## config.mk

```make
export PLATFORM = sky130hd
export DESIGN_NAME = t3r_regs
export DESIGN_NICKNAME = d
export VERILOG_FILES = /design/src/shared/t3r_pkg.sv /design/src/t3r_regs.sv
export VERILOG_INCLUDE_DIRS = /design/src /design/src/shared
export SDC_FILE = /design/constraint.sdc
export NUM_CORES = 1
export LEC_CHECK = 0
export BUFFER_PORTS_ARGS = -buffer_cell sky130_fd_sc_hd__buf_2
export CORE_ASPECT_RATIO = 0.8
export CORE_MARGIN = 2
export CORE_UTILIZATION = 40
export DETAILED_ROUTE_END_ITERATION = 8
export HOLD_SLACK_MARGIN = 0.03
export PLACE_DENSITY_LB_ADDON = 0.3
export SETUP_SLACK_MARGIN = 0.1
export SLEW_MARGIN = 25
export SYNTH_ARGS = -nofsm -noshare
export SYNTH_HDL_FRONTEND = slang
export SYNTH_SLANG_ARGS = --single-unit
```

## constraint.sdc

```tcl
create_clock -name CLOCK -period 3.92 [get_ports CLOCK]
set_input_delay 0.588 -clock CLOCK [delete_from_list [all_inputs] [get_ports CLOCK]]
set_output_delay 0.588 -clock CLOCK [all_outputs]
set_load 0.01 [all_outputs]
```

## src/shared/t3r_map.svh

```systemverilog
`ifndef T3R_MAP_SVH
`define T3R_MAP_SVH
`define T3R_ADDR_CNT_LO  8'h94
`define T3R_ADDR_CNT_HI  8'h95
`define T3R_ADDR_CAP_LO  8'h96
`define T3R_ADDR_CAP_HI  8'h97
`define T3R_ADDR_CMPA_LO 8'h98
`define T3R_ADDR_CMPA_HI 8'h99
`define T3R_ADDR_CMPB_LO 8'h9A
`define T3R_ADDR_CMPB_HI 8'h9B
`define T3R_RESET_WORD   16'h0000
`define T3R_RESET_BYTE   8'h00
`define T3R_ONE          16'h0001
`endif

```

## src/shared/t3r_pkg.sv

```systemverilog
package t3r_pkg;
  typedef logic [15:0] t3r_word_t;
  typedef logic [7:0]  t3r_byte_t;
endpackage : t3r_pkg

```

## src/t3r_regs.sv

```systemverilog
// Operation
// RULE_01: Each 16-bit register sits as low byte at base, high byte at base+1.
// RULE_02: Counter value is readable and writable by the processor.
// RULE_03: One shared 8-bit high-byte latch serves all 16-bit registers.
// RULE_04: A counter write blocks compare matches on the next timer tick.
// RULE_05: Software avoids rewriting a running counter; matches may be missed.
// RULE_06: A capture event copies the counter into the capture register.
// RULE_07: Capture register can serve as the counter TOP value.
// RULE_08: Capture reads return both bytes consistently via the shared latch.
// RULE_09: Compare A is matched continuously against the counter.
// RULE_10: Compare B is matched continuously against the counter.
// RULE_11: Compare writes update both bytes together via the shared latch.
// RULE_12: All four registers reset to zero; counter sits at offset 0x94.
// RULE_13: Capture fires on the selected edge and sets the capture flag.
// RULE_14: With capture as TOP, the capture input is ignored entirely.
// RULE_15: Low read latches high byte; high written first, low write commits.
`include "t3r_map.svh"
`timescale 1ns/1ps
module t3r_regs (
  input  wire logic          CLOCK,
  input  wire logic          RST_B,
  input  wire logic [7:0]    ADDR,
  input  wire logic [7:0]    WDATA,
  input  wire logic          WR,
  input  wire logic          RD,
  input  wire logic          TICK,
  input  wire logic          CAP_TOP,
  input  wire logic          CAPTURE_EDGE_SELECT,
  input  wire logic          CAPTURE_INPUT_PIN,
  input  wire logic          CAP_FLAG_CLR,
  output logic      [7:0]    RDATA,
  output logic      [15:0]   COUNTER_VALUE,
  output logic      [15:0]   CAPTURE_VALUE,
  output logic      [15:0]   COMPARE_A_VALUE,
  output logic      [15:0]   COMPARE_B_VALUE,
  output logic               MATCH_A,
  output logic               MATCH_B,
  output logic               CAPTURE_FLAG
);
  t3r_pkg::t3r_byte_t temp;
  t3r_pkg::t3r_word_t next_count;
  logic               block_match;
  logic               pin_prev;
  logic               cap_event;
  logic               cnt_wr;
  logic               hit_a;
  logic               hit_b;

  assign cnt_wr = WR && (ADDR == `T3R_ADDR_CNT_LO); // RULE_02
  assign cap_event = !CAP_TOP && (CAPTURE_EDGE_SELECT ? // RULE_14
    (CAPTURE_INPUT_PIN && !pin_prev) :
    (!CAPTURE_INPUT_PIN && pin_prev)); // RULE_13
  assign hit_a = TICK && !block_match &&
    (COUNTER_VALUE == COMPARE_A_VALUE); // RULE_09
  assign hit_b = TICK && !block_match &&
    (COUNTER_VALUE == COMPARE_B_VALUE); // RULE_10

  always_comb begin
    next_count = COUNTER_VALUE;
    if (TICK) begin
      if (CAP_TOP && (COUNTER_VALUE >= CAPTURE_VALUE)) begin
        next_count = `T3R_RESET_WORD; // RULE_07
      end else begin
        next_count = COUNTER_VALUE + `T3R_ONE;
      end
    end
  end

  // Shared high byte latch: filled by high writes and low reads.
  always_ff @(posedge CLOCK or negedge RST_B) begin
    if (!RST_B) begin
      temp <= `T3R_RESET_BYTE;
    end else if (WR && ADDR[0] && ADDR >= `T3R_ADDR_CNT_LO &&
                 ADDR <= `T3R_ADDR_CMPB_HI) begin
      temp <= WDATA; // RULE_03
    end else if (RD) begin
      case (ADDR)
        `T3R_ADDR_CNT_LO:  temp <= COUNTER_VALUE[15:8]; // RULE_15
        `T3R_ADDR_CAP_LO:  temp <= CAPTURE_VALUE[15:8]; // RULE_08
        `T3R_ADDR_CMPA_LO: temp <= COMPARE_A_VALUE[15:8];
        `T3R_ADDR_CMPB_LO: temp <= COMPARE_B_VALUE[15:8];
        default:           temp <= temp;
      endcase
    end
  end

  // Read data: low bytes and compare high bytes direct, counter and capture high bytes from the latch.
  always_ff @(posedge CLOCK or negedge RST_B) begin
    if (!RST_B) begin
      RDATA <= `T3R_RESET_BYTE;
    end else if (RD) begin
      case (ADDR)
        `T3R_ADDR_CNT_LO:  RDATA <= COUNTER_VALUE[7:0]; // RULE_01
        `T3R_ADDR_CAP_LO:  RDATA <= CAPTURE_VALUE[7:0];
        `T3R_ADDR_CMPA_LO: RDATA <= COMPARE_A_VALUE[7:0];
        `T3R_ADDR_CMPB_LO: RDATA <= COMPARE_B_VALUE[7:0];
        `T3R_ADDR_CNT_HI,
        `T3R_ADDR_CAP_HI:  RDATA <= temp; // RULE_08
        `T3R_ADDR_CMPA_HI: RDATA <= COMPARE_A_VALUE[15:8];
        `T3R_ADDR_CMPB_HI: RDATA <= COMPARE_B_VALUE[15:8];
        default:           RDATA <= `T3R_RESET_BYTE;
      endcase
    end
  end

  // Counter: a low-byte write commits latch and data together.
  always_ff @(posedge CLOCK or negedge RST_B) begin
    if (!RST_B) begin
      COUNTER_VALUE <= `T3R_RESET_WORD; // RULE_12
    end else if (cnt_wr) begin
      COUNTER_VALUE <= {temp, WDATA}; // RULE_15
    end else begin
      COUNTER_VALUE <= next_count;
    end
  end

  // Match block armed by a counter write, spent on the next tick.
  always_ff @(posedge CLOCK or negedge RST_B) begin
    if (!RST_B) begin
      block_match <= 1'b0;
    end else if (cnt_wr) begin
      block_match <= 1'b1; // RULE_04
    end else if (TICK) begin
      block_match <= 1'b0;
    end
  end

  always_ff @(posedge CLOCK or negedge RST_B) begin
    if (!RST_B) begin
      MATCH_A <= 1'b0;
      MATCH_B <= 1'b0;
    end else begin
      MATCH_A <= hit_a; // RULE_09
      MATCH_B <= hit_b; // RULE_10
    end
  end

  // Capture register: pin edge or software write of both bytes.
  always_ff @(posedge CLOCK or negedge RST_B) begin
    if (!RST_B) begin
      CAPTURE_VALUE <= `T3R_RESET_WORD;
    end else if (cap_event) begin
      CAPTURE_VALUE <= COUNTER_VALUE; // RULE_06
    end else if (WR && ADDR == `T3R_ADDR_CAP_LO) begin
      CAPTURE_VALUE <= {temp, WDATA};
    end
  end

  always_ff @(posedge CLOCK or negedge RST_B) begin
    if (!RST_B) begin
      pin_prev <= 1'b0;
    end else begin
      pin_prev <= CAPTURE_INPUT_PIN;
    end
  end

  // Capture flag: set wins over clear.
  always_ff @(posedge CLOCK or negedge RST_B) begin
    if (!RST_B) begin
      CAPTURE_FLAG <= 1'b0;
    end else if (cap_event) begin
      CAPTURE_FLAG <= 1'b1; // RULE_13
    end else if (CAP_FLAG_CLR) begin
      CAPTURE_FLAG <= 1'b0;
    end
  end

  always_ff @(posedge CLOCK or negedge RST_B) begin
    if (!RST_B) begin
      COMPARE_A_VALUE <= `T3R_RESET_WORD;
      COMPARE_B_VALUE <= `T3R_RESET_WORD;
    end else if (WR && ADDR == `T3R_ADDR_CMPA_LO) begin
      COMPARE_A_VALUE <= {temp, WDATA}; // RULE_11
    end else if (WR && ADDR == `T3R_ADDR_CMPB_LO) begin
      COMPARE_B_VALUE <= {temp, WDATA}; // RULE_11
    end
  end
endmodule : t3r_regs

```

-- Yosys cells after proc, flatten, opt, wreduce, memory -nomap -nowiden
Cells that the tools add are included.
- flip-flop bits (word level): 85
- bits in latches: 0
- RAM bits: 0
- memory bits (read-only): 0
- output and inout bits: 75
- memories kept: 0
- add/sub/neg operators: 1
- multiply operators: 0
- divide/modulo/power cells: 0
- order comparisons: 3
- equality and inequality tests: 10
- shift-type cells: 0
- multiplexer cells: 14
- bitwise logic cells: 1
- reductions and logical operators: 26
- operator list (cell ; count):
    two-way mux 16 bit ; 5
    == test 8 bit (second input constant) ; 8
    one-hot mux 8 bit (7 select lines) ; 1
    == test 16 bit ; 2
    one-hot mux 8 bit (4 select lines) ; 1
    adder 16 x 1 -> 16 bit (second input constant) ; 1
    greater-or-equal comparator 16 bit ; 1
    two-way mux 8 bit ; 2
    logical AND 1 bit ; 14
    greater-or-equal comparator 8 bit (second input constant) ; 1
    less-or-equal comparator 8 bit (second input constant) ; 1
    nonzero test 2 bit ; 4
    two-way mux 1 bit ; 5
    nonzero test 5 bit ; 1
    logical NOT 1 bit ; 4
    AND reduction 2 bit ; 2
    OR reduction 2 bit ; 1
    inverter 1 bit ; 1

-- Longest topological paths before layout
Gate-level depths: netlist of the first run.
- depth in word-level cells: 5
- mapped depth: 10

-- Least setup slack after synthesis of the first run
Ideal clock, no wire load.
- kind: reg-to-reg
- start point: register COUNTER_VALUE[0]
- end point: register COUNTER_VALUE[3]
- library setup time: 0.125 ns
- arrival time: 2.351 ns
- slack: 1.444 ns
- cell stages (with the launch flop): 11
- path buffers: 2
- period minus slack after synthesis: 2.476 ns
- path through: dfrtp_1 clkbuf_1 inv_1 ha_1 nand2b_1 a2111oi_0 or4b_1 a31oi_1 buf_4 a21oi_2 mux2_4
- cells in the longest elaborated chain, start to end: 5
- RTL lines (what ; RTL line ; RTL):
    start: declaration ; t3r_regs.sv:32 ; output logic [15:0] COUNTER_VALUE,
    start signal: assignment ; t3r_regs.sv:109 ; COUNTER_VALUE <= `T3R_RESET_WORD;
    start signal: assignment ; t3r_regs.sv:111 ; COUNTER_VALUE <= {temp, WDATA};
    start signal: assignment ; t3r_regs.sv:113 ; COUNTER_VALUE <= next_count;
    greater-or-equal comparator 16 bit ; t3r_regs.sv:61 ; if (CAP_TOP && (COUNTER_VALUE >= CAPTURE_VALUE)) begin
    logical AND 1 bit ; t3r_regs.sv:61 ;
    two-way mux 16 bit * ; t3r_regs.sv:61 ;
    two-way mux 16 bit * ; t3r_regs.sv:60 ; if (TICK) begin
    two-way mux 16 bit * ; t3r_regs.sv:110 ; end else if (cnt_wr) begin
Mark *: on every way between the ends. The rest lies on a longest branch, timed or not. The select of a mux whose other input is x is not followed.
A chain may end at the register's enable or synchronous reset.

-- Final worst setup path of the first run
- start point: register COUNTER_VALUE[0]
- end point: register COUNTER_VALUE[5]
The elaborated chain is that of the path after synthesis.

==> results of run 1 <==
-- critical path, cell delays in order (launching register included) --
cell	delay, ns
dfrtp_1	0.57
inv_1	0.12
ha_1	0.30
nand2b_1	0.14
a2111oi_0	0.63
or4b_1	0.25
a31oi_2	0.28
or4_1	0.57
o211ai_1	0.11
-- state kept, by name, summed over array words and instances (netlist names) --
| name | count |
|---|---|
| CAPTURE_FLAG | 1 |
| CAPTURE_VALUE | 16 |
| COMPARE_A_VALUE | 16 |
| COMPARE_B_VALUE | 16 |
| COUNTER_VALUE | 16 |
| MATCH_A | 1 |
| MATCH_B | 1 |
| RDATA | 8 |
| block_match | 1 |
| pin_prev | 1 |
| temp | 8 |
-- through the flow --
step	util, %	instance area [µm²]	std cells	power [µW]
2_1_floorplan	-	5330	552	1690
5_1_grt	48.4	6270	805	3160
3_5_place_dp	45.8	5940	788	2050
4_1_cts	48.3	6260	804	2990
6_report	48.4	6270	805	2990
3_3_place_gp	45.8	5930	788	2020
-- power by group --
part / total [µW] / switching [µW] / internal, µW
combinational: 773 / 431 / 342
sequential: 1280 / 278 / 999
clock: 945 / 367 / 578
total: 2990 / 1080 / 1920
-- cell usage in the layout, fill, tap and decap left out, drive strengths merged, types with 2 or more instances in the layout --
master	count
or2	2
xnor2	2
o221ai	2
nor3b	6
nand3	16
nor4	6
a221oi	16
nor2	33
mux2i	24
dfrtp	85
o21a	4
or4b	2
a211o	3
and3	5
nor2b	3
a22oi	8
o211ai	5
o311ai	2
mux2	35
xor2	32
a22o	11
inv	22
and4	4
o21ai	37
or3	2
a21oi	21
nand2b	4
nand4	8
mux4	6
bufinv	2
buf	112
nand2	49
a31oi	4
clkbuf	11
and2	4
ha	17
o31ai	3
and3b	2
nor3	8
-- cells by family (layout without fill, tap and decap cells) --
family	Yosys count	after routing	share of synthesized area (%)
AOI/OAI and AO/OA	122	122	15.5
xor gates and xnor gates	34	34	5.58
adders and majority gates	17	17	3.99
buffers and inverters	71	149	5.58
DFF	85	85	39.9
muxes	65	65	14.5
and+or+nand+nor	158	158	15.0
-- area by class of cell --
class,count,area (µm²),area share [%]
tap,175,219,3.49
sequential,85,2130,33.9
inverter,21,78.8,1.26
multi-input combinational,396,2930,46.6
clock buffer,11,243,3.87
clock inverter,5,81.3,1.30
timing repair buffer,112,597,9.52
-- metal layers --
layer / vias to the layer above / part of all wire [%]
met4: 0 / 1.7
met3: 29 / 7.4
li1: 2144 / -
met1: 2435 / 47
met2: 221 / 44
met5: - / 0
-- worst max-delay path by stage --
stage,start,endpoint,slack [ns]
4_1_cts,COUNTER_VALUE[14]$_DFFE_PN0P_,COUNTER_VALUE[7]$_DFFE_PN0P_,0.74
5_1_grt,COUNTER_VALUE[0]$_DFFE_PN0P_,COUNTER_VALUE[10]$_DFFE_PN0P_,0.82
2_1_floorplan,COUNTER_VALUE[0]$_DFFE_PN0P_,COUNTER_VALUE[3]$_DFFE_PN0P_,1.44
3_5_place_dp,COUNTER_VALUE[13]$_DFFE_PN0P_,COUNTER_VALUE[7]$_DFFE_PN0P_,0.76
3_3_place_gp,COUNTER_VALUE[13]$_DFFE_PN0P_,COUNTER_VALUE[7]$_DFFE_PN0P_,0.86
6_report,COUNTER_VALUE[0]$_DFFE_PN0P_,COUNTER_VALUE[5]$_DFFE_PN0P_,0.87
==> results.ini, run 1 <==
[outcome]
status=completed

[grt]
use_met2_pct=39.5
grt_pass1_vias=4561
grt_pass1_wl_mm=28.4
antenna_found_initial=1
grtUsageTotal_pct=26.4
grt_util_met3_pct=5.74
grt_use_met1_pct=38.9
grt_max_degree=86
busiest_layer=met2
grt_overflow_total=0

[clock_tree]
cts_tree=yes
cts_hold_buf=0
path_clk_slew_ns=0.07
clk_latency_ns=0.34
post_cts_buffers=0
cts_max_path_buffers=2
cts_resized=0
cts_sinks=85
cts_root_buffer=clkbuf_16
h-tree-depth=3
numCtsBuffers=9

[placement]
gp_congestion=0.985
place_hpwl_mm=13.4
pre_cts_slack_ns=0.764
portBuffers=99

[cells_and_area]
num-fill-cells=1263
area_growth_pct=17.6
finalNetCount=667
drive_gt1_share_pct=28.4
num_antenna_cells=0

[drt]
wl_mm=18.5
vias_per_cell=6.00
vias=4829
drcViolationCount=0
drt-wirelength-per-cell_um=23.0
drt_iter0_markers=443
detail-route-antenna-nets=0
firstDrtPassIters=5

[timing]
finClkSkew_ns=0.00673
worst_pin_slew_ns=0.924
finalSetupTns_ns=0
min_period_ns=3.05
setup_violations=0
post-route-period-util_pct=77.7
fmax_mhz=328
hold_slack_ns=0.315
postLayoutSetupSlackWorst_ns=0.874
slew_violations=0
slew_headroom_pct=38.4
rsz0062_at_grt=no
hold_violations=0

[floorplan]
die_w_um=133
die_area_um2=14300
rows=37
die_h_um=107
coreArea_um2=13000
start_util_pct=41.1
pin_count=100

[setup_path]
timing.rr.end=COUNTER_VALUE[5]$_DFFE_PN0P_
arrival_ns=3.30
ff2ff_path_depth=8
required_ns=4.18
cp_max_fo=11
r2r_slack_ns=0.87
path_class=reg -> reg
startpoint_type=flop
regToRegStartpoint=COUNTER_VALUE[0]$_DFFE_PN0P_
crit_path_end_kind=flop

[power_and_ir_drop]
p_leak_uw=0.00311
peakVddDrop_mv=0.243
powerDensity_nw_per_um2=478

[logic_synthesis]
ys_seq_area_share_pct=39.9
yosys.cell_count.top_type=dfrtp_1
syn_area_um2=5330
synth_edf_count=0
synth_top_area_share_pct=39.9
ys_warn_count=0
synth_flop_cell=dfrtp_1
synth_top_area_cell=dfrtp_1
ys_top_cells_by_count=dfrtp_1, nand2_1, o21ai_0
syn-num-nets=594
synth-async-reset-ratio_pct=100
synth_seq_cells=85
postSynthAreaPerCell_um2=9.66
synthCells=552
synthTopCellsByArea=dfrtp_1, mux2_2, xor2_1
synth_cell_types=56

[run]
drv_cap=0

[hold_path]
hp-class=in -> async

Note: power is estimated with default switching activity, not from simulation.
==> run 2, diff against run 1 <==
==> constraint.sdc (replaced) <==
create_clock -name CLOCK -period 2.7 [get_ports CLOCK]
set_input_delay 0.405 -clock CLOCK [delete_from_list [all_inputs] [get_ports CLOCK]]
set_output_delay 0.405 -clock CLOCK [all_outputs]
set_load 0.01 [all_outputs]
==> run 2 against run 1 <==
Against the previous run: sequential share of layout area shrank 1.3 points; largest power group unchanged; critical path depth grew 2; first-iteration DRC count grew 17%; via count grew 2.2%; die area is the same.
==> results.ini, run 2 (synthesized netlist as in run 1, its figures left out) <==
[power_and_ir_drop]
combPwrFrac_pct=31.3
p_clk_share_pct=31.3
p_leak_uw=0.00328
switchingPower_uw=1580
switching_share_pct=34.4
seqPwrFrac_pct=37.4
internal-power_uw=3010
peakVddDrop_mv=0.365
powerDensity_nw_per_um2=704

[setup_path]
startpoint_type=flop
critPathSlowestCell=or4b_4
required_ns=2.93
path_cells=inv_1 > ha_1 > nand4_1 > nor3_2 > or4b_4 > a31oi_1 > buf_4 > buf_4 > a21oi_2 > mux2_4
crit_top_cell=buf_4
crit_path_end_kind=flop
cp_max_fo=5
arrival_ns=2.77
slowest_delay_ns=0.49
path_class=reg -> reg

[grt]
grt_max_degree=51
grtUsageTotal_pct=25.7
grt_overflow_total=0
grt_pass1_vias=4582
antenna_found_initial=0
grt_pass1_wl_mm=27.8

[hold_path]
hp-class=in -> async

[cells_and_area]
finalNetCount=694
fin_area_um2=6520
drive_gt1_share_pct=31.4
num-fill-cells=1278
num_antenna_cells=0
finish.utilization_pct=50.3
area_growth_pct=22.2
final_common_cell=buf_2
layout_common_cells=buf_2, dfrtp_1, nand2_1, buf_4, o21ai_0

[timing]
postLayoutSetupSlackWorst_ns=0.151
slew_violations=0
setup_violations=0
hold_slack_ns=0.109
post-route-period-util_pct=94.4
fmax_mhz=392
min_period_ns=2.55
rsz0062_at_grt=yes
slew_headroom_pct=52.0
finClkSkew_ns=0.00772
hold_violations=0
finalSetupTns_ns=0
worst_pin_slew_ns=0.720

[clock_tree]
cts_root_buffer=clkbuf_16
cts_tree=yes
numCtsBuffers=9
cts_sinks=85
cts_max_path_buffers=2
h-tree-depth=3
path_clk_slew_ns=0.06
clk_latency_ns=0.34
cts_hold_buf=0

[floorplan]
rows=37
die_area_um2=14300
die_h_um=107
coreArea_um2=13000
die_w_um=133
start_util_pct=41.1
pin_count=100

[drt]
detail-route-antenna-nets=0
firstDrtPassIters=5
drt_iter0_markers=520
vias=4934
drt-wirelength-per-cell_um=21.7
vias_per_cell=5.93
wl_mm=18.0
drcViolationCount=0

[placement]
gp_congestion=1.03
place_hpwl_mm=13.4
pre_cts_slack_ns=0.137
place_area_um2=6130
portBuffers=99

[outcome]
status=completed

[run]
drv_cap=0

## run 2: cell count changes in the layout (fill, tap and decap cells not counted), sizes merged
cell	delta
bufinv	+1
buf	+27
clkbuf	+1
inv	-1
clkinvlp	-1
## run 2: final cells by class
type,instances,area [µm²],share of cell area [%]
clock buffer,12,246,3.78
multi-input combinational,396,2930,44.9
clock inverter,4,95.1,1.46
tap,175,219,3.36
timing repair buffer,139,823,12.6
sequential,85,2130,32.6
inverter,21,78.8,1.21
## run 2: worst max-delay path: cells and delay by family (launching register included)
family	cells	cell delay, ns
simple gates	3	0.90
fa+ha+maj	1	0.29
buf+inv	3	0.36
compound gates	2	0.19
mux	1	0.27
flops	1	0.41
## run 2: routing by layer
layer,track usage [%],part of all wire (%),vias to the layer above,wire length (µm)
li1,-,-,2195,-
met1,37.6,44,2440,7980
met2,39.1,44,280,7990
met3,6.07,10,19,1870
met4,4.79,1.1,0,195
met5,0,0,-,0
## run 2: worst paths after layout
check | from | to | slack, ns | depth (start not counted)
setup / recovery | CAPTURE_VALUE[14]$_DFFE_PN0P_ | COUNTER_VALUE[3]$_DFFE_PN0P_ | 0.15 | 10
hold / removal | RST_B | CAPTURE_VALUE[2]$_DFFE_PN0P_ | 0.11 | 1
setup reg to reg | CAPTURE_VALUE[14]$_DFFE_PN0P_ | COUNTER_VALUE[3]$_DFFE_PN0P_ | 0.15 | 10
hold reg to reg | CAPTURE_FLAG$_DFFE_PN0P_ | CAPTURE_FLAG$_DFFE_PN0P_ | 0.48 | 1
max in group asynchronous | RST_B | COMPARE_A_VALUE[6]$_DFFE_PN0P_ | 1.95 | 2
min in group CLOCK | CAPTURE_INPUT_PIN | pin_prev$_DFF_PN0_ | 0.19 | 1
## run 2: power groups by stage
stage	clock [µW]	combinational (µW)	sequential, µW
2_1_floorplan	0	754	1700
3_3_place_gp	0	1340	1720
3_5_place_dp	0	1360	1730
4_1_cts	1450	1380	1710
5_1_grt	1520	1590	1730
6_report	1440	1440	1720
## run 2: timing repair
| action | CTS | global route |
|---|---|---|
| endpoints found under the setup margin | 1 | 5 |
| setup buffers | 0 | 3 |
| gates resized for setup | 0 | 3 |
| pin swaps | 1 | 3 |
## run 2: metrics by stage
| step | cells | power [µW] |
|---|---|---|
| after floorplan | 552 | 2460 |
| after global placement | 813 | 3060 |
| after detailed placement | 813 | 3090 |
| after CTS | 829 | 4540 |
| after global routing | 832 | 4840 |
| final | 832 | 4590 |
